## src/core/clia_defs.svh

```systemverilog
// constants for the compare/increment/logic alu slice
`ifndef CLIA_DEFS_SVH
`define CLIA_DEFS_SVH
`define CLIA_OP_SBC_IMM 8'hDE
`define CLIA_OP_SBC_PTR 8'h9E
`define CLIA_OP_AND_IMM 8'hE6
`define CLIA_OP_AND_PTR 8'hA6
`define CLIA_OP_XOR_IMM 8'hEE
`define CLIA_OP_XOR_PTR 8'hAE
`define CLIA_OP_OR_IMM 8'hF6
`define CLIA_OP_OR_PTR 8'hB6
`define CLIA_OP_CMP_IMM 8'hFE
`define CLIA_OP_CMP_PTR 8'hBE
`define CLIA_PFX_ONE 8'hDD
`define CLIA_PFX_TWO 8'hFD
`define CLIA_GRP_SBC 5'h13
`define CLIA_GRP_AND 5'h14
`define CLIA_GRP_XOR 5'h15
`define CLIA_GRP_OR 5'h16
`define CLIA_GRP_CMP 5'h17
`define CLIA_INC_HI 2'h0
`define CLIA_INC_LO 3'h4
`define CLIA_REG_MEM 3'h6
`define CLIA_REG_ACC 3'h7
`define CLIA_INC_LIMIT 8'h7F
`define CLIA_TS_M1 4'h4
`define CLIA_TS_RD 4'h3
`define CLIA_TS_ADD 4'h5
`define CLIA_TS_PER_STATE 4'h1
`define CLIA_FLAG_S 7
`define CLIA_FLAG_Z 6
`define CLIA_FLAG_H 4
`define CLIA_FLAG_PV 2
`define CLIA_FLAG_N 1
`define CLIA_FLAG_C 0
`endif

```

## src/core/clia_pkg.sv

```systemverilog
// types for the compare/increment/logic alu slice
package clia_pkg;
	typedef enum logic [2:0] {
		CLIA_ALU_SBC, CLIA_ALU_AND, CLIA_ALU_XOR, CLIA_ALU_OR,
		CLIA_ALU_CMP, CLIA_ALU_INC
	} clia_alu_e;
	typedef enum logic [1:0] {
		CLIA_SRC_REG, CLIA_SRC_IMM, CLIA_SRC_PTR, CLIA_SRC_IDX
	} clia_src_e;
	typedef enum logic [2:0] {
		CLIA_ST_FETCH, CLIA_ST_PFETCH, CLIA_ST_DISP, CLIA_ST_ADDR,
		CLIA_ST_READ
	} clia_state_e;
	// condition flags as one byte: s z - h - pv n c
	typedef struct packed {
		logic sign_flag;
		logic zero_flag;
		logic unused5;
		logic half_carry_flag;
		logic unused3;
		logic parity_overflow_flag;
		logic subtract_flag;
		logic carry_flag;
	} clia_flags_s;
	// program memory request
	typedef struct packed {
		logic req;
		logic [15:0] addr;
	} clia_mem_s;
endpackage : clia_pkg

```

## src/core/clia_alu.sv

```systemverilog
// compare/increment/logic alu slice with its own fetch sequencer
`timescale 1ns/1ps
`include "clia_defs.svh"
module clia_alu
	import clia_pkg::*;
(
	input wire logic clk,
	input wire logic resetn,
	input wire logic [7:0] mem_rdata,
	input wire logic [15:0] memory_pointer_pair,
	input wire logic [15:0] index_pointer_one,
	input wire logic [15:0] index_pointer_two,
	output clia_mem_s mem,
	output logic [15:0] pc,
	output logic [7:0] acc,
	output logic [7:0] reg_b,
	output logic [7:0] reg_c,
	output logic [7:0] reg_d,
	output logic [7:0] reg_e,
	output logic [7:0] reg_h,
	output logic [7:0] reg_l,
	output clia_flags_s flags,
	output logic instr_done,
	output logic illegal_op
);
	clia_state_e state, next_state;
	logic [3:0] tcnt, next_tcnt;
	logic [15:0] next_pc;
	logic [15:0] addr, next_addr;
	logic [7:0] disp, next_disp;
	logic use_two, next_use_two;
	logic [7:0] opc, next_opc;
	clia_alu_e aop, next_aop;
	logic [7:0] regs [0:7];
	logic [7:0] next_regs [0:7];
	clia_flags_s next_flags;
	logic next_done, next_illegal;
	logic last_tick;
	logic exec;
	logic [7:0] operand;
	logic [2:0] rsel;
	clia_alu_e dec_op;
	logic dec_valid, dec_inc;
	clia_src_e dec_src;

	// decode one opcode byte into operation and operand source
	function automatic void decode(input logic [7:0] b, output logic ok,
		output clia_alu_e op, output clia_src_e src, output logic inc);
		ok = 1'b1;
		op = CLIA_ALU_SBC;
		src = (b[2:0] == `CLIA_REG_MEM) ? CLIA_SRC_PTR : CLIA_SRC_REG;
		inc = 1'b0;
		if (b[7:6] == `CLIA_INC_HI && b[2:0] == `CLIA_INC_LO &&
			b[5:3] != `CLIA_REG_MEM) begin
			op = CLIA_ALU_INC;
			src = CLIA_SRC_REG;
			inc = 1'b1;
		end else if (b[7:3] == `CLIA_GRP_SBC) op = CLIA_ALU_SBC;
		else if (b[7:3] == `CLIA_GRP_AND) op = CLIA_ALU_AND;
		else if (b[7:3] == `CLIA_GRP_XOR) op = CLIA_ALU_XOR;
		else if (b[7:3] == `CLIA_GRP_OR) op = CLIA_ALU_OR;
		else if (b[7:3] == `CLIA_GRP_CMP) op = CLIA_ALU_CMP;
		else begin
			src = CLIA_SRC_IMM;
			if (b == `CLIA_OP_SBC_IMM) op = CLIA_ALU_SBC;
			else if (b == `CLIA_OP_AND_IMM) op = CLIA_ALU_AND;
			else if (b == `CLIA_OP_XOR_IMM) op = CLIA_ALU_XOR;
			else if (b == `CLIA_OP_OR_IMM) op = CLIA_ALU_OR;
			else if (b == `CLIA_OP_CMP_IMM) op = CLIA_ALU_CMP;
			else ok = 1'b0;
		end
		// register field 110 is not a register; it means memory operand
		if (!inc && src == CLIA_SRC_REG && b[2:0] == 3'h6) ok = 1'b0;
	endfunction : decode

	// the only decoder instance: the sequencer reads its outputs, so the
	// decode results keep a single driver. both fetch states look at the
	// live memory byte, because the opcode is not registered until the
	// last state of the fetch.
	always_comb begin
		decode((state == CLIA_ST_FETCH || state == CLIA_ST_PFETCH) ?
			mem_rdata : opc, dec_valid, dec_op, dec_src, dec_inc);
	end

	// register file index order matches the 3-bit field
	assign rsel = opc[2:0];
	assign acc = regs[`CLIA_REG_ACC];
	assign reg_b = regs[0];
	assign reg_c = regs[1];
	assign reg_d = regs[2];
	assign reg_e = regs[3];
	assign reg_h = regs[4];
	assign reg_l = regs[5];
	assign last_tick = (tcnt == `CLIA_TS_PER_STATE);

	// alu: computes result and flags for the operand given
	function automatic void alu(input clia_alu_e op, input logic [7:0] a,
		input logic [7:0] s, input clia_flags_s fi, output logic [7:0] r,
		output clia_flags_s fo);
		logic [8:0] d;
		logic [4:0] dl;
		d = 9'h000;
		dl = 5'h00;
		r = a;
		fo = fi;
		case (op)
			CLIA_ALU_SBC, CLIA_ALU_CMP: begin
				// compare ignores carry in; subtract-with-borrow uses it
				d = {1'b0, a} - {1'b0, s} -
					{8'h00, (op == CLIA_ALU_SBC) & fi.carry_flag};
				dl = {1'b0, a[3:0]} - {1'b0, s[3:0]} -
					{4'h0, (op == CLIA_ALU_SBC) & fi.carry_flag};
				fo.half_carry_flag = dl[4];
				fo.subtract_flag = 1'b1;
				fo.carry_flag = d[8];
				fo.parity_overflow_flag = (a[7] ^ s[7]) & (a[7] ^ d[7]);
				fo.sign_flag = d[7];
				fo.zero_flag = (d[7:0] == 8'h00);
				if (op == CLIA_ALU_SBC) r = d[7:0];
			end
			CLIA_ALU_INC: begin
				r = s + 8'h01;
				fo.half_carry_flag = (s[3:0] == 4'hF);
				fo.parity_overflow_flag = (s == `CLIA_INC_LIMIT);
				fo.subtract_flag = 1'b0;
				fo.sign_flag = r[7];
				fo.zero_flag = (r == 8'h00);
			end
			default: begin
				if (op == CLIA_ALU_AND) r = a & s;
				else if (op == CLIA_ALU_OR) r = a | s;
				else r = a ^ s;
				fo.half_carry_flag = (op == CLIA_ALU_AND);
				fo.subtract_flag = 1'b0;
				fo.carry_flag = 1'b0;
				fo.parity_overflow_flag = ~^r;
				fo.sign_flag = r[7];
				fo.zero_flag = (r == 8'h00);
			end
		endcase
	endfunction : alu

	// sequencer: each state lasts a fixed count of clock states
	always_comb begin
		logic [7:0] res;
		clia_flags_s fnew;
		res = 8'h00;
		fnew = flags;
		next_state = state;
		next_tcnt = tcnt - 4'h1;
		next_pc = pc;
		next_addr = addr;
		next_disp = disp;
		next_use_two = use_two;
		next_opc = opc;
		next_aop = aop;
		next_flags = flags;
		next_done = 1'b0;
		next_illegal = 1'b0;
		for (int i = 0; i < 8; i++) next_regs[i] = regs[i];
		exec = 1'b0;
		operand = 8'h00;
		mem = '{req: 1'b0, addr: pc};
		case (state)
			CLIA_ST_FETCH: begin
				mem = '{req: 1'b1, addr: pc};
				if (last_tick) begin
					next_pc = pc + 16'h0001;
					next_opc = mem_rdata;
					next_tcnt = `CLIA_TS_M1;
					if (mem_rdata == `CLIA_PFX_ONE ||
						mem_rdata == `CLIA_PFX_TWO) begin
						next_use_two = (mem_rdata == `CLIA_PFX_TWO);
						next_state = CLIA_ST_PFETCH;
					end else begin
						next_aop = dec_op;
						if (!dec_valid) next_illegal = 1'b1;
						else if (dec_src == CLIA_SRC_REG) begin
							// single machine cycle, execute now
							exec = 1'b1;
							operand = regs[dec_inc ? mem_rdata[5:3] :
								mem_rdata[2:0]];
							alu(dec_op, regs[`CLIA_REG_ACC], operand, flags,
								res, fnew);
							next_flags = fnew;
							if (dec_inc) next_regs[mem_rdata[5:3]] = res;
							else if (dec_op != CLIA_ALU_CMP)
								next_regs[`CLIA_REG_ACC] = res;
							next_done = 1'b1;
						end else begin
							next_addr = (dec_src == CLIA_SRC_IMM) ? next_pc :
								memory_pointer_pair;
							next_tcnt = `CLIA_TS_RD;
							next_state = CLIA_ST_READ;
						end
					end
				end
			end
			CLIA_ST_PFETCH: begin
				mem = '{req: 1'b1, addr: pc};
				if (last_tick) begin
					next_pc = pc + 16'h0001;
					next_opc = mem_rdata;
					next_aop = dec_op;
					next_tcnt = `CLIA_TS_RD;
					if (!dec_valid || dec_src != CLIA_SRC_PTR) begin
						// refused pair: the next fetch still takes all four states
						next_illegal = 1'b1;
						next_tcnt = `CLIA_TS_M1;
						next_state = CLIA_ST_FETCH;
					end else next_state = CLIA_ST_DISP;
				end
			end
			CLIA_ST_DISP: begin
				mem = '{req: 1'b1, addr: pc};
				if (last_tick) begin
					next_pc = pc + 16'h0001;
					next_disp = mem_rdata;
					next_tcnt = `CLIA_TS_ADD;
					next_state = CLIA_ST_ADDR;
				end
			end
			CLIA_ST_ADDR: begin
				// internal add of sign-extended displacement
				if (last_tick) begin
					next_addr = (use_two ? index_pointer_two :
						index_pointer_one) + {{8{disp[7]}}, disp};
					next_tcnt = `CLIA_TS_RD;
					next_state = CLIA_ST_READ;
				end
			end
			default: begin
				mem = '{req: 1'b1, addr: addr};
				if (last_tick) begin
					if (addr == pc) next_pc = pc + 16'h0001;
					exec = 1'b1;
					operand = mem_rdata;
					alu(aop, regs[`CLIA_REG_ACC], operand, flags, res, fnew);
					next_flags = fnew;
					if (aop != CLIA_ALU_CMP)
						next_regs[`CLIA_REG_ACC] = res;
					next_done = 1'b1;
					next_tcnt = `CLIA_TS_M1;
					next_state = CLIA_ST_FETCH;
				end
			end
		endcase
		if (state == CLIA_ST_FETCH && last_tick && exec)
			next_tcnt = `CLIA_TS_M1;
	end

	// all sequencer and register state
	always_ff @(posedge clk or negedge resetn) begin
		if (!resetn) begin
			state <= CLIA_ST_FETCH;
			tcnt <= `CLIA_TS_M1;
			pc <= 16'h0000;
			addr <= 16'h0000;
			disp <= 8'h00;
			use_two <= 1'b0;
			opc <= 8'h00;
			aop <= CLIA_ALU_SBC;
			flags <= 8'h00;
			instr_done <= 1'b0;
			illegal_op <= 1'b0;
			for (int i = 0; i < 8; i++) regs[i] <= 8'h00;
		end else begin
			state <= next_state;
			tcnt <= next_tcnt;
			pc <= next_pc;
			addr <= next_addr;
			disp <= next_disp;
			use_two <= next_use_two;
			opc <= next_opc;
			aop <= next_aop;
			flags <= next_flags;
			instr_done <= next_done;
			illegal_op <= next_illegal;
			for (int i = 0; i < 8; i++) regs[i] <= next_regs[i];
		end
	end
endmodule : clia_alu

```

## config.mk

```make
export PLATFORM = sky130hd
export DESIGN_NAME = clia_alu
export DESIGN_NICKNAME = d
export VERILOG_FILES = /design/src/core/clia_pkg.sv /design/src/core/clia_alu.sv
export VERILOG_INCLUDE_DIRS = /design/src /design/src/core
export SDC_FILE = /design/constraint.sdc
export NUM_CORES = 1
export LEC_CHECK = 0
export ABC_CLOCK_PERIOD_IN_PS = 7200
export BUFFER_PORTS_ARGS = -buffer_cell sky130_fd_sc_hd__buf_4
export CORE_UTILIZATION = 33
export CTS_BUF_LIST = sky130_fd_sc_hd__clkbuf_4 sky130_fd_sc_hd__clkbuf_8 sky130_fd_sc_hd__clkbuf_16
export DETAILED_ROUTE_END_ITERATION = 6
export HOLD_SLACK_MARGIN = 0.08
export MAX_ROUTING_LAYER = met4
export PLACE_DENSITY_LB_ADDON = 0.1
export SETUP_SLACK_MARGIN = 0.05
export SYNTH_ARGS = -nofsm -noshare
export SYNTH_HDL_FRONTEND = slang
export SYNTH_SLANG_ARGS = --single-unit
```

## constraint.sdc

```tcl
create_clock -name clk -period 7.2 [get_ports clk]
set_clock_uncertainty 0.2 [all_clocks]
set_input_delay 0.36 -clock clk [delete_from_list [all_inputs] [get_ports clk]]
set_output_delay 0.36 -clock clk [all_outputs]
set_load 0.01 [all_outputs]
```

== After elaboration in Yosys (flattened, before gate mapping) ==
Cells that the tools add are included.

* Latch bits: 0
* Memories kept: 0
* Bits in read-only memories: 0
* Logic and storage cells: 290
* Output and inout port bits: 99
* Register bits: 131
* Bits in writable memories: 0
* Input port bits: 58

* Shift-type cells: 0
* Multiply operators: 0
* Bitwise logic cells: 19
* Div/mod/pow operators: 0
* Eq/ne operators: 49
* Add/sub/neg operators: 13
* Multiplexer cells: 134
* Order comparisons: 3
* Reduce and logical (&&, ||, !) cells: 48

{| class="wikitable"
|+ Operators with widths
! cell !! count
|-
| 8-bit 2-to-1 mux || 37
|-
| 16-bit 2-to-1 mux || 10
|-
| 3-bit 2-to-1 mux || 27
|-
| 64-bit bitwise mux || 1
|-
| 16-bit case mux with 2 select lines || 2
|-
| 8-bit case mux with 2 select lines || 4
|-
| 8-bit == test (second input constant) || 7
|-
| 8-bit zero test || 6
|-
| 17-bit case mux with 2 select lines || 1
|-
| 5-bit == test (second input constant) || 5
|-
| 8-bit binary-select mux with 3-bit select || 1
|-
| 8-bit demux with 3-bit select || 1
|-
| 4-bit 2-to-1 mux || 6
|-
| 1-bit 2-to-1 mux || 23
|-
| 3-bit == test (second input constant) || 6
|-
| 2-bit inequality test (second input constant) || 9
|-
| 8-bit by 8-bit subtractor with 9-bit output || 2
|-
| 9-bit by 1-bit subtractor with 9-bit output || 2
|-
| 16-bit by 1-bit adder with 16-bit output (second input constant) || 1
|-
| 16-bit adder || 1
|-
| 8-bit by 1-bit adder with 8-bit output (second input constant) || 2
|-
| 8-bit AND || 2
|-
| 16-bit == test || 1
|-
| 8-bit by 7-bit == test with 1-bit output (second input constant) || 2
|-
| 42 further kinds || 107
|}

== Longest topological paths before layout ==
Gate-level depths: netlist of run 1.

* Depth in word-level cells: 37
* Mapped depth: 25
* Depth with buffers taken out: 23

== Least setup slack after synthesis of run 1 ==
OpenSTA, ideal clock, no wires.

* Path kind: reg-to-reg
* Start: reg state[1]
* End: reg regs (netlist bit acc[7])
* Buffers on the path: 2
* Data arrival time: 4.957 ns
* Clock period less this slack: 5.283 ns
* Data required time: 6.874 ns
* Stages on the path, launching flop included: 26
* Library setup time: 0.126 ns
* Path slack: 1.917 ns
* Path through: dfrtp_1 > or2_1 > clkbuf_1 > a32oi_1 > a21oi_1 > a21oi_1 > or2_1 > buf_2 > nand2_1 > nor3_1 > nand2_1 > fa_1 > inv_1 > ha_1 > o21ai_0 > nand2_1 > a21o_1 > a21oi_1 > o21bai_1 > a21oi_1 > xnor2_1 > and2_1 > nor2_1 > a21oi_1 > a211o_1 > a221o_1

* Longest elaborated chain between the ends: 37

{| class="wikitable"
|+ RTL lines
! what !! line !! source
|-
| from (decl) || clia_alu.sv:26 || <nowiki>clia_state_e state, next_state;</nowiki>
|-
| from (signal assigned) || clia_alu.sv:268 || <nowiki>state <= next_state;</nowiki>
|-
| 3-bit by 1-bit == test with 1-bit output or 3-bit zero test (tied branches) || clia_alu.sv:81, clia_alu.sv:164 ||
|-
| 1-bit logical OR || clia_alu.sv:81 || <nowiki>decode((state == CLIA_ST_FETCH || state == CLIA_ST_PFETCH) ?</nowiki>
|-
| 8-bit 2-to-1 mux || clia_alu.sv:81 ||
|-
| 8-bit == test (no line) || n/a ||
|-
| 3-bit 2-to-1 mux || clia_alu.sv:69 || <nowiki>else if (b == `CLIA_OP_CMP_IMM) op = CLIA_ALU_CMP;</nowiki>
|-
| 3-bit 2-to-1 mux || clia_alu.sv:68 || <nowiki>else if (b == `CLIA_OP_OR_IMM) op = CLIA_ALU_OR;</nowiki>
|-
| 3-bit 2-to-1 mux || clia_alu.sv:67 || <nowiki>else if (b == `CLIA_OP_XOR_IMM) op = CLIA_ALU_XOR;</nowiki>
|-
| 3-bit 2-to-1 mux || clia_alu.sv:66 || <nowiki>else if (b == `CLIA_OP_AND_IMM) op = CLIA_ALU_AND;</nowiki>
|-
| [... 21 more ...] || n/a ||
|-
| 8-bit 2-to-1 mux || clia_alu.sv:164 || <nowiki>case (state)</nowiki>
|-
| 8-bit 2-to-1 mux or 64-bit bitwise mux (tied branches) || clia_alu.sv:187, clia_alu.sv:186 ||
|-
| 8-bit 2-to-1 mux || clia_alu.sv:186 || <nowiki>if (dec_inc) next_regs[mem_rdata[5:3]] = res;</nowiki>
|-
| 8-bit 2-to-1 mux || clia_alu.sv:178 || <nowiki>else if (dec_src == CLIA_SRC_REG) begin</nowiki>
|-
| 8-bit 2-to-1 mux || clia_alu.sv:177 || <nowiki>if (!dec_valid) next_illegal = 1'b1;</nowiki>
|-
| 8-bit 2-to-1 mux || clia_alu.sv:171 || <nowiki>if (mem_rdata == `CLIA_PFX_ONE ||</nowiki>
|-
| 8-bit 2-to-1 mux || clia_alu.sv:167 || <nowiki>if (last_tick) begin</nowiki>
|-
| 8-bit case mux with 2 select lines || clia_alu.sv:164 ||
|-
| to (decl) || clia_alu.sv:34 || <nowiki>logic [7:0] regs [0:7];</nowiki>
|}

Parallel ways exist; a longest one is shown, timed or not. The select of a mux whose other input is x is not followed.
A chain may end at the register's enable or synchronous reset.

== Worst setup path after layout of run 1 ==
Same ends and word-level chain as after synthesis.

==> results by group, run 1 <==
Die
  – Row count: 66
  – Die Height: 185 um
  – Core ar.: 0.0327 sq mm
  – Die area: 0.0341 sq mm
  – DIE WIDTH: 185 um
  – Io pins: 157
  – Starting Density: 0.336

Route
  – Wire per inst: 20.5 um
  – Met1 wire length: 16,300 um
  – Top layer reached by signal wires: met4
  – Drt first pass iters: 5
  – Via count: 8,939
  – Drt via density: 5.12
  – Post-route ant nets: 0
  – Wire length on met3: 1700 um
  – Met2 Routed Length: 16,900 um
  – DRC Markers: 0
  – DR iter-0 viols: 583
  – Routed WL: 35,700 um

Synthesis
  – Yosys top cell area share: 0.296
  – Post-synth top area cell: dfrtp_1
  – Post-synth top cells: dfrtp_1 (130), nand2_1 (112), ha_1 (91)
  – Ys flop type: dfrtp_1
  – Cell area after synthesis: 0.0110 sq mm
  – Most common cell in the netlist: dfrtp_1
  – Cells taking the most area after synthesis: dfrtp_1 (30%), ha_1 (10%), mux2_2 (6.3%)
  – Synth Area per Inst: 8.91 sq um
  – Post-synth EDFFs: 0
  – Post-Syn Instances: 1,234
  – Ys Warns: 0
  – Register area share after synthesis: 0.298
  – Synth unique cells: 78
  – Async set or reset register ratio after synthesis: 1.00
  – Register bit count reported by yosys: 131

Clocking
  – CTS max path bufs: 2
  – CTS clk-pin slew, worst paths: 70 ps
  – Worst-Skew Late Latency: 430 ps
  – CTS Buf Count: 17
  – CTS tree: done
  – Max H-tree Level: 4
  – Clock root cell: clkbuf_16
  – Clock sink total: 131

Timing
  – RSZ-0062 raised after global routing: false
  – Slew Viols, Final: 0
  – Setup tns final: 0 ps
  – Slew Limit Headroom: 0.293
  – Period minus WS final: 6430 ps
  – Final Hold Viols: 0
  – Worst Max-Slew Pin Slew: 1060 ps
  – F_max: 0.155 GHz
  – Final worst-path cycle share: 0.893
  – Setup Viol. Count Final: 0

Global routing
  – GRT Overall Usage: 0.222
  – Gr ovfl total: 0
  – Largest net degree at the start of global routing: 82
  – Initial antenna violation count: 0
  – Vias in the first global route: 8,823
  – First-pass GRT wire length: 54,500 um

Worst hold path
  – Hold depth: 0
  – HP Class: reg2reg
  – Hold Crit Start: regs[14]
  – Hold Crit Endpoint: regs[14]

Worst setup path
  – Critical path class: reg2reg
  – Worst path required time: 7320 ps
  – CP peak stage delay: 640 ps
  – Crit-path max FO: 15
  – Worst EP arrival: 6550 ps
  – Crit. End Element: flop
  – Reg-to-Reg End: acc[7]
  – Cell mode on critical path: a21oi_1
  – R2R setup slack: 770 ps
  – FF-to-FF Start: state[1]
  – CP Launch Type: flop
  – R2R cell count: 23
  – Max stage delay cell, worst path: a32oi_1
  – Worst-path cell chain: or2_1 > a32oi_1 > a21oi_1 > a21oi_1 > or2_1 > nand2_1 > nor3_1 > nand2_1 > fa_1 > inv_1 > ha_1 > o21ai_0 > nand2_1 > a21o_1 > a21oi_1 > o21bai_1 > a21oi_1 > xnor2_1 > and2_1 > nor2_1 > a21oi_1 > a211o_1 > a221o_1

Place
  – DP Wirelength: 27,200 um
  – GP Congestion: 0.893
  – I/O Buffers: 154

Layout
  – Final #Nets: 1,445
  – Area growth syn-to-layout: 14.8%
  – Antenna Cells: 0
  – Layout cells sized above 1: 0.226

Power
  – Peak supply drop: 0.197 mV
  – Clk pwr share: 0.173
  – PD cells: 390 mW/mm^2
  – Switching share of total power: 0.484
  – Leakage power: 6.00 nW
  – Sequential share of power: 0.234
  – Internal power: 0.00254 W
  – Comb power frac: 0.593
  – Final Total Pwr: 0.00493 W
  – Psw: 0.00238 W

Run
  – Max-cap violation count: 0

Outcome
  – Outcome: completed
## metrics by stage
stage,setup slack [ps],cell area [sq um],hold slack (ps),utilization,cells
floorplan,1920,11000,-136,-,1235
global placement,1110,12100,164,0.369,1713
detailed placement,958,12100,166,0.369,1713
CTS,919,12600,169,0.386,1746
global route,268,12600,187,0.386,1746
finish,768,12600,175,0.386,1746
## flip-flops by register name, indices dropped and copies added, names as in the netlist, 3 cells and up
| signal | flops |
|---|---|
| pc | 16 |
| acc | 8 |
| disp | 8 |
| state | 3 |
| reg_d | 8 |
| aop | 3 |
| flags | 6 |
| tcnt | 4 |
| addr | 16 |
| reg_c | 8 |
| reg_h | 8 |
| regs | 8 |
| opc | 8 |
| reg_l | 8 |
| reg_e | 8 |
| reg_b | 8 |
## routing by layer
layer  up-vias  track usage
met1      4247        0.285
li1       4374            -
met4         0       0.0753
met2       273        0.354
met3        45       0.0332
met5         -            -
## worst max-delay path by stage
stage / slack [ps] / to / cells past startpoint / startpoint
3_3_place_gp: 1110 / acc[7] / 23 / state[1]
2_1_floorplan: 1920 / acc[7] / 25 / state[1]
3_5_place_dp: 960 / acc[7] / 23 / state[1]
4_1_cts: 920 / acc[7] / 23 / state[1]
5_1_grt: 270 / acc[7] / 23 / state[1]
6_report: 770 / acc[7] / 23 / state[1]
## layout make-up
| class | instances | area, sq um |
|---|---|---|
| multi-input combinational | 912 | 6750 |
| clock inverter | 13 | 110 |
| fill | 3373 | 20100 |
| inverter | 61 | 229 |
| timing repair buffer | 168 | 1270 |
| clock buffer | 19 | 447 |
| tap | 442 | 553 |
| sequential | 131 | 3280 |
## power by group through the flow
stage	clock, W	combinational (W)	sequential [W]
2_1_floorplan	0	0.00207	0.00104
3_3_place_gp	0	0.00293	0.00117
3_5_place_dp	0	0.00291	0.00117
4_1_cts	0.000870	0.00293	0.00116
5_1_grt	0.000902	0.00323	0.00118
6_report	0.000854	0.00292	0.00115
## cells in the final DEF, fill, tap and decap left out, types with 9 or more instances in the layout
| cell | count |
|---|---|
| nand4_1 | 10 |
| dfrtp_1 | 130 |
| o21ai_1 | 9 |
| o21ai_0 | 82 |
| mux2_2 | 62 |
| a211oi_1 | 24 |
| ha_1 | 91 |
| xor2_1 | 40 |
| xnor2_1 | 59 |
| mux2i_1 | 63 |
| nor2_1 | 88 |
| clkbuf_16 | 17 |
| nor3_1 | 18 |
| nand2_1 | 112 |
| inv_1 | 55 |
| buf_4 | 166 |
| nand3_1 | 25 |
| a21oi_1 | 72 |
| a21o_1 | 13 |
## cells by family after synthesis
logic type | after synthesis | share of synthesized area
AND/OR/NAND/NOR | 312 | 0.131
AO/OA/AOI/OAI | 269 | 0.153
buffers and inverters | 192 | 0.0897
multiplexers | 134 | 0.137
flip-flops | 131 | 0.298
XOR/XNOR | 99 | 0.0788
adder cells (fa/ha/maj) | 96 | 0.113
other | 1 | 0.000341
## worst max-delay path: cells and delay by family (launching register included)
kind                     cells  cell delay, ps
XOR/XNOR                     1             150
AO/OA/AOI/OAI               11            2720
AND/OR/NAND/NOR              8            2010
adder cells (fa/ha/maj)      2             680
flip-flops                   1             520
buffers and inverters        1              50
## what timing repair did
action                    4_1_cts  5_1_grt
setup buffers                   0        0
hold buffers                    1        0
hold endpoints to repair       79        0
gates resized for setup         0        0
(Power assumes the default switching activity.)
==> run 2, diff against run 1 <==
--- a/config.mk
+++ b/config.mk
@@ -12,7 +12,6 @@
 export CTS_BUF_LIST = sky130_fd_sc_hd__clkbuf_4 sky130_fd_sc_hd__clkbuf_8 sky130_fd_sc_hd__clkbuf_16
 export DETAILED_ROUTE_END_ITERATION = 6
 export HOLD_SLACK_MARGIN = 0.08
-export MAX_ROUTING_LAYER = met4
 export PLACE_DENSITY_LB_ADDON = 0.1
 export SETUP_SLACK_MARGIN = 0.05
 export SYNTH_ARGS = -nofsm -noshare
==> run 2 against run 1 <==
  * Non-clock buffer count unchanged
  * Via count increased by 0.58%
  * First-iteration DRC count decreased by 15%
  * Wire length decreased by 0.12%
  * Sequential power about the same
  * Critical endpoint unchanged
  * Worst setup slack improved by 110 ps
  * Combinational power about the same
  * Global-route usage decreased by 0.75 points
  * Cell count unchanged
  * Worst hold slack improved by 2.4 ps
  * Design area increased by 0.52%
==> results by group, run 2 (synthesized netlist as in run 1, its figures left out) <==
Route
  – Met1 wire length: 16,200 um (-0.46%)
  – DR iter-0 viols: 494 (-15%)
  – Wire per inst: 20.4 um (-0.12%)
  – Routed WL: 35,700 um (-0.12%)
  – DRC Markers: 0 (unchanged)
  – Met2 Routed Length: 16,900 um (+0.28%)
  – Wire length on met3: 1610 um (-5.2%)
  – Top layer reached by signal wires: met4
  – Drt first pass iters: 5 (unchanged)
  – Post-route ant nets: 0 (unchanged)
  – Drt via density: 5.15 (+0.58%)
  – Via count: 8,991 (+0.58%)

Worst setup path
  – CP Launch Type: flop
  – Crit. End Element: flop
  – Critical path class: reg2reg
  – Worst-path cell chain: or2_1 > a32oi_1 > a21oi_1 > a21oi_1 > or2_1 > nand2_1 > nor3_1 > nand2_1 > fa_1 > inv_1 > ha_1 > o21ai_0 > nand2_1 > a21o_1 > a21oi_1 > o21bai_1 > a21oi_1 > xnor2_1 > and2_1 > nor2_1 > a21oi_1 > a211o_1 > a221o_1
  – Crit-path max FO: 15 (unchanged)
  – Max stage delay cell, worst path: a32oi_1
  – Worst path required time: 7310 ps (about the same)
  – Worst EP arrival: 6440 ps (-110 ps)
  – Cell mode on critical path: a21oi_1
  – CP peak stage delay: 590 ps (-50 ps)

Die
  – DIE WIDTH: 185 um (unchanged)
  – Io pins: 157 (unchanged)
  – Core ar.: 0.0327 sq mm (unchanged)
  – Row count: 66 (unchanged)
  – Starting Density: 0.336 (unchanged)
  – Die Height: 185 um (unchanged)
  – Die area: 0.0341 sq mm (unchanged)

Clocking
  – CTS resizes: 0 (unchanged)
  – CTS Buf Count: 17 (unchanged)
  – CTS clk-pin slew, worst paths: 60 ps (about the same)
  – Max H-tree Level: 4 (unchanged)
  – Clock sink total: 131 (unchanged)
  – Clock root cell: clkbuf_16
  – CTS tree: done
  – Worst-Skew Late Latency: 430 ps (about the same)
  – CTS max path bufs: 2 (unchanged)

Timing
  – Setup tns final: 0 ps (unchanged)
  – Hold slack: 177 ps (+2.41 ps)
  – RSZ-0062 raised after global routing: false
  – Final worst-path cycle share: 0.878 (-0.0155)
  – Final Hold Viols: 0 (unchanged)
  – Setup WS post-layout: 879 ps (+111 ps)
  – Slew Viols, Final: 0 (unchanged)
  – F_max: 0.158 GHz (+1.8%)
  – Worst Max-Slew Pin Slew: 1060 ps (+4.94 ps)
  – Slew Limit Headroom: 0.283 (-0.0107)
  – Setup Viol. Count Final: 0 (unchanged)
  – Period minus WS final: 6320 ps (-111 ps)

Place
  – Pre-CTS setup slack: 951 ps (-7.78 ps)
  – I/O Buffers: 154 (unchanged)
  – DP Wirelength: 27,000 um (-0.87%)
  – GP Congestion: 0.875 (-2.0%)

Global routing
  – Vias in the first global route: 8,862 (+0.44%)
  – Largest net degree at the start of global routing: 86 (+4.9%)
  – GRT Overall Usage: 0.214 (-0.00755)
  – Initial antenna violation count: 0 (unchanged)
  – Gr ovfl total: 0 (unchanged)
  – First-pass GRT wire length: 54,200 um (-0.46%)

Outcome
  – Outcome: completed

Layout
  – Final #Nets: 1,445 (unchanged)
  – Area growth syn-to-layout: 15.4%
  – Antenna Cells: 0 (unchanged)
  – Layout cells sized above 1: 0.226 (unchanged)
  – Most common cell after layout, fill and taps aside: buf_4
  – Commonest non-fill, non-tap cells in the layout: buf_4 (166), dfrtp_1 (130), nand2_1 (112)
  – Top Registers: addr (16), pc (16)

Run
  – Max-cap violation count: 0 (unchanged)

Power
  – Peak supply drop: 0.255 mV (+29%)
  – Leakage power: 6.03 nW (+0.52%)
  – PD cells: 393 mW/mm^2 (+0.78%)

Worst hold path
  – HP Class: in2reg
==> run 2: changes by cell type in the layout (fill, tap and decap cells not counted) <==
cell,delta
clkinv_2,-4
inv_6,-2
clkbuf_8,+2
clkinvlp_4,-1
clkbuf_4,+3
bufinv_16,+2
==> run 2: through the flow <==
stage	total power, W	util	instances	cell area (sq um)
detailed placement	0.00406	0.369	1713	12100
floorplan	0.00311	-	1235	11000
CTS	0.00503	0.388	1746	12700
finish	0.00499	0.388	1746	12700
global placement	0.00408	0.369	1713	12100
global route	0.00538	0.388	1746	12700
==> run 2: layer usage <==
metal,global-route usage,up-vias
met4,0.0790,0
met2,0.355,258
met3,0.0338,50
met1,0.279,4313
met5,0,-
li1,-,4370
==> run 2: report_power, final <==
group / switching (W) / total, W / internal (W)
clock network: 0.000355 / 0.000943 / 0.000588
registers: 0.000252 / 0.00114 / 0.000890
logic: 0.00175 / 0.00291 / 0.00115
==> run 2: path summary, 6_finish.rpt <==
path / from / cells after the start / slack, ps / end
setup / recovery: state[1] / 23 / 880 / acc[7]
hold / removal: memory_pointer_pair[1] / 4 / 180 / addr[1]
setup reg to reg: state[1] / 23 / 880 / acc[7]
hold reg to reg: regs[14] / 0 / 180 / regs[14]
max in group asynchronous: resetn / 3 / 5210 / reg_c[2]
min in group asynchronous: resetn / 2 / 380 / opc[2]
==> run 2: area by class of cell <==
type / instances / area (sq um)
multi-input combinational: 912 / 6750
clock buffer: 24 / 497
clock inverter: 8 / 125
sequential: 131 / 3280
timing repair buffer: 168 / 1270
inverter: 61 / 229
fill: 3423 / 20000
tap: 442 / 553
==> run 2: repair_timing <==
action                                  CTS  global route
setup buffers                             0             0
hold endpoints to repair                 84             0
hold buffers                              1             0
endpoints found under the setup margin    0             0
==> run 2: worst max-delay path, delay by kind of cell (launching register included) <==
kind / cells / cell delay (ps)
xor+xnor: 1 / 140
fa+ha+maj: 2 / 690
compound gates: 11 / 2670
buf+inv: 1 / 50
flops: 1 / 540
simple gates: 8 / 1900
==> run 3, diff against run 2 <==
--- a/config.mk
+++ b/config.mk
@@ -6,9 +6,8 @@
 export SDC_FILE = /design/constraint.sdc
 export NUM_CORES = 1
 export LEC_CHECK = 0
-export ABC_CLOCK_PERIOD_IN_PS = 7200
 export BUFFER_PORTS_ARGS = -buffer_cell sky130_fd_sc_hd__buf_4
-export CORE_UTILIZATION = 33
+export CORE_UTILIZATION = 59
 export CTS_BUF_LIST = sky130_fd_sc_hd__clkbuf_4 sky130_fd_sc_hd__clkbuf_8 sky130_fd_sc_hd__clkbuf_16
 export DETAILED_ROUTE_END_ITERATION = 6
 export HOLD_SLACK_MARGIN = 0.08
==> run 3 against run 2 <==
  * The run now ends with design-rule violations left
  * Sequential power about the same
  * Combinational power down 2%
  * Core utilization is 29 points higher
  * Cell count shrank 12%
  * Power down 2.6%
  * Largest power group unchanged
  * Worst setup slack worse by 210 ps
  * Critical path depth shrank 1
  * Largest cell class unchanged
  * Die area fell by 44%
  * Maximum frequency is 3.2% lower
  * Non-clock buffer count shrank 2
==> results by group, run 3 (synthesized netlist as in run 1, its figures left out) <==
Die
  – Row count: 49 (-26%)
  – Die area: 0.0192 sq mm (-44%)
  – Die Height: 139 um (-25%)
  – Starting Density: 0.606 (+0.270)
  – Core ar.: 0.0181 sq mm (-45%)
  – Io pins: 157 (unchanged)
  – DIE WIDTH: 139 um (-25%)

Timing
  – RSZ-0062 raised after global routing: false
  – Slew Limit Headroom: 0.323 (+0.0403)
  – Slew Viols, Final: 0 (unchanged)
  – Worst Max-Slew Pin Slew: 1010 ps (-53.0 ps)
  – F_max: 0.153 GHz (-3.2%)
  – Setup tns final: 0 ps (unchanged)
  – Final worst-path cycle share: 0.907 (+0.0292)
  – Setup WS post-layout: 669 ps (-210 ps)
  – Period minus WS final: 6530 ps (+210 ps)
  – Final Hold Viols: 0 (unchanged)
  – Setup Viol. Count Final: 0 (unchanged)

Clocking
  – Post-CTS Setup Bufs: 0 (unchanged)
  – Clock root cell: clkbuf_16
  – Post-CTS Hold Buffers: 1 (unchanged)
  – CTS clk-pin slew, worst paths: 70 ps (about the same)
  – CTS max path bufs: 2 (unchanged)
  – Worst-Skew Late Latency: 440 ps (about the same)
  – CTS Buf Count: 17 (unchanged)
  – Max H-tree Level: 4 (unchanged)
  – CTS tree: done
  – CTS resizes: 0 (unchanged)
  – Clock sink total: 131 (unchanged)

Worst setup path
  – Crit-path max FO: 20 (+5)
  – Levels on crit path: 22 (-4.3%)
  – Crit path max-delay family: compound AO/OA/AOI/OAI gates
  – Cell mode on critical path: a21oi_1
  – Worst-path cell chain: or2_1 > o21ai_1 > a22oi_4 > mux2i_4 > mux2i_1 > mux2i_1 > mux2i_4 > fa_1 > inv_1 > ha_1 > o21ai_0 > nand2_1 > a21o_1 > a21oi_1 > o21bai_1 > a21oi_1 > xnor2_1 > and2_1 > nor2_1 > a21oi_1 > a211o_1 > a221o_1
  – Worst path required time: 7330 ps (+20 ps)
  – R2R cell count: 22 (-4.3%)
  – Critical path class: reg2reg
  – Worst EP arrival: 6660 ps (+220 ps)
  – CP peak stage delay: 770 ps (+180 ps)
  – CP Launch Type: flop
  – Max stage delay cell, worst path: a22oi_4
  – Critical path buffers and inverters: 1 (unchanged)
  – Crit. End Element: flop

Worst hold path
  – Hold depth: 5 (+1)
  – HP Class: in2reg

Global routing
  – Vias in the first global route: 9,055 (+2.2%)
  – Initial antenna violation count: 0 (unchanged)
  – GRT Overall Usage: 0.337 (+0.123)
  – Largest net degree at the start of global routing: 67 (-22%)
  – First-pass GRT wire length: 49,800 um (-8.2%)
  – Gr ovfl total: 0 (unchanged)

Power
  – PD cells: 393 mW/mm^2 (-0.11%)
  – Leakage power: 5.99 nW (-0.60%)
  – Peak supply drop: 0.252 mV (-1.1%)

Route
  – Routed WL: 31,600 um (-11%)
  – Drt via density: 6.03 (+17%)
  – Via count: 9,237 (+2.7%)
  – Post-route ant nets: 0 (unchanged)
  – DRC Markers: 28 (+28)
  – Drt first pass iters: 7 (+2)
  – Wire per inst: 20.7 um (+1.1%)
  – DR iter-0 viols: 631 (+28%)

Layout
  – Fillers: 1,545 (-55%)
  – Layout cells sized above 1: 0.225 (-0.00119)
  – Post-route cell area: 0.0124 sq mm (-2.5%)
  – Commonest non-fill, non-tap cells in the layout: buf_4 (164), dfrtp_1 (130), nand2_1 (112)
  – Final #Nets: 1,443 (-0.14%)
  – Top Registers: addr (16), pc (16)
  – Antenna Cells: 0 (unchanged)
  – Most common cell after layout, fill and taps aside: buf_4
  – Area growth syn-to-layout: 12.5%

Outcome
  – Failing checks: design-rule violations
  – Outcome: finished with violations

Place
  – DP Area: 0.0118 sq mm (-2.3%)
  – DP Wirelength: 23,500 um (-13%)
  – GP Congestion: 0.946 (+8.1%)
  – Pre-CTS setup slack: 784 ps (-166 ps)
  – I/O Buffers: 154 (unchanged)

Run
  – Max-cap violation count: 0 (unchanged)
-- run 3: cell count changes in the layout (fill, tap and decap cells not counted), sizes merged --
cell	change
clkinvlp	+1
buf	-2
clkinv	-1
clkbuf	-7
inv	+10
bufinv	-3
-- run 3: layout make-up --
class                           count  area, sq um  area share
Sequential cell                   131         3280       0.265
Multi-Input combinational cell    912         6750       0.545
Inverter                           61          229      0.0185
Tap cell                          229          287      0.0231
Timing Repair Buffer              166         1250       0.101
Clock inverter                     15          159      0.0128
Clock buffer                       17          425      0.0344
-- run 3: path summary, 6_finish.rpt --
kind                                   startpoint        to  slack (ps)
hold reg to reg                          regs[12]  regs[12]         180
max in group asynchronous                  resetn  addr[12]        5150
setup / recovery                         state[1]    acc[7]         670
hold / removal             memory_pointer_pair[0]   addr[0]         160
min in group asynchronous                  resetn   tcnt[3]         280
setup reg to reg                         state[1]    acc[7]         670
-- run 3: power breakdown --
part           switching, W  internal, W
clock network      0.000406     0.000464
registers          0.000255     0.000889
logic               0.00170      0.00115
total               0.00236      0.00250
-- run 3: routing by layer --
| layer | vias up | routed length, um | part of all wire | GRT usage |
|---|---|---|---|---|
| met5 | - | 0 | 0 | 0 |
| met4 | 0 | 1040 | 0.033 | 0.154 |
| met3 | 76 | 2100 | 0.066 | 0.0691 |
| met2 | 403 | 15100 | 0.48 | 0.558 |
| met1 | 4393 | 13400 | 0.42 | 0.426 |
| li1 | 4365 | - | - | - |
-- run 3: metrics by stage --
stage | cells | util | total power, W | hold WS [ps]
finish | 1531 | 0.682 | 0.00486 | 162
global route | 1531 | 0.682 | 0.00522 | 191
CTS | 1531 | 0.682 | 0.00484 | 154
detailed placement | 1498 | 0.649 | 0.00394 | 168
global placement | 1498 | 0.649 | 0.00395 | 165
floorplan | 1235 | - | 0.00311 | -136
-- run 3: tightest hold or removal path: cells and delay by family --
| kind | cells | cell delay [ps] |
|---|---|---|
| AOI/OAI and AO/OA | 2 | 180 |
| buffers and inverters | 1 | 90 |
| and+or+nand+nor | 1 | 80 |
| muxes | 1 | 60 |
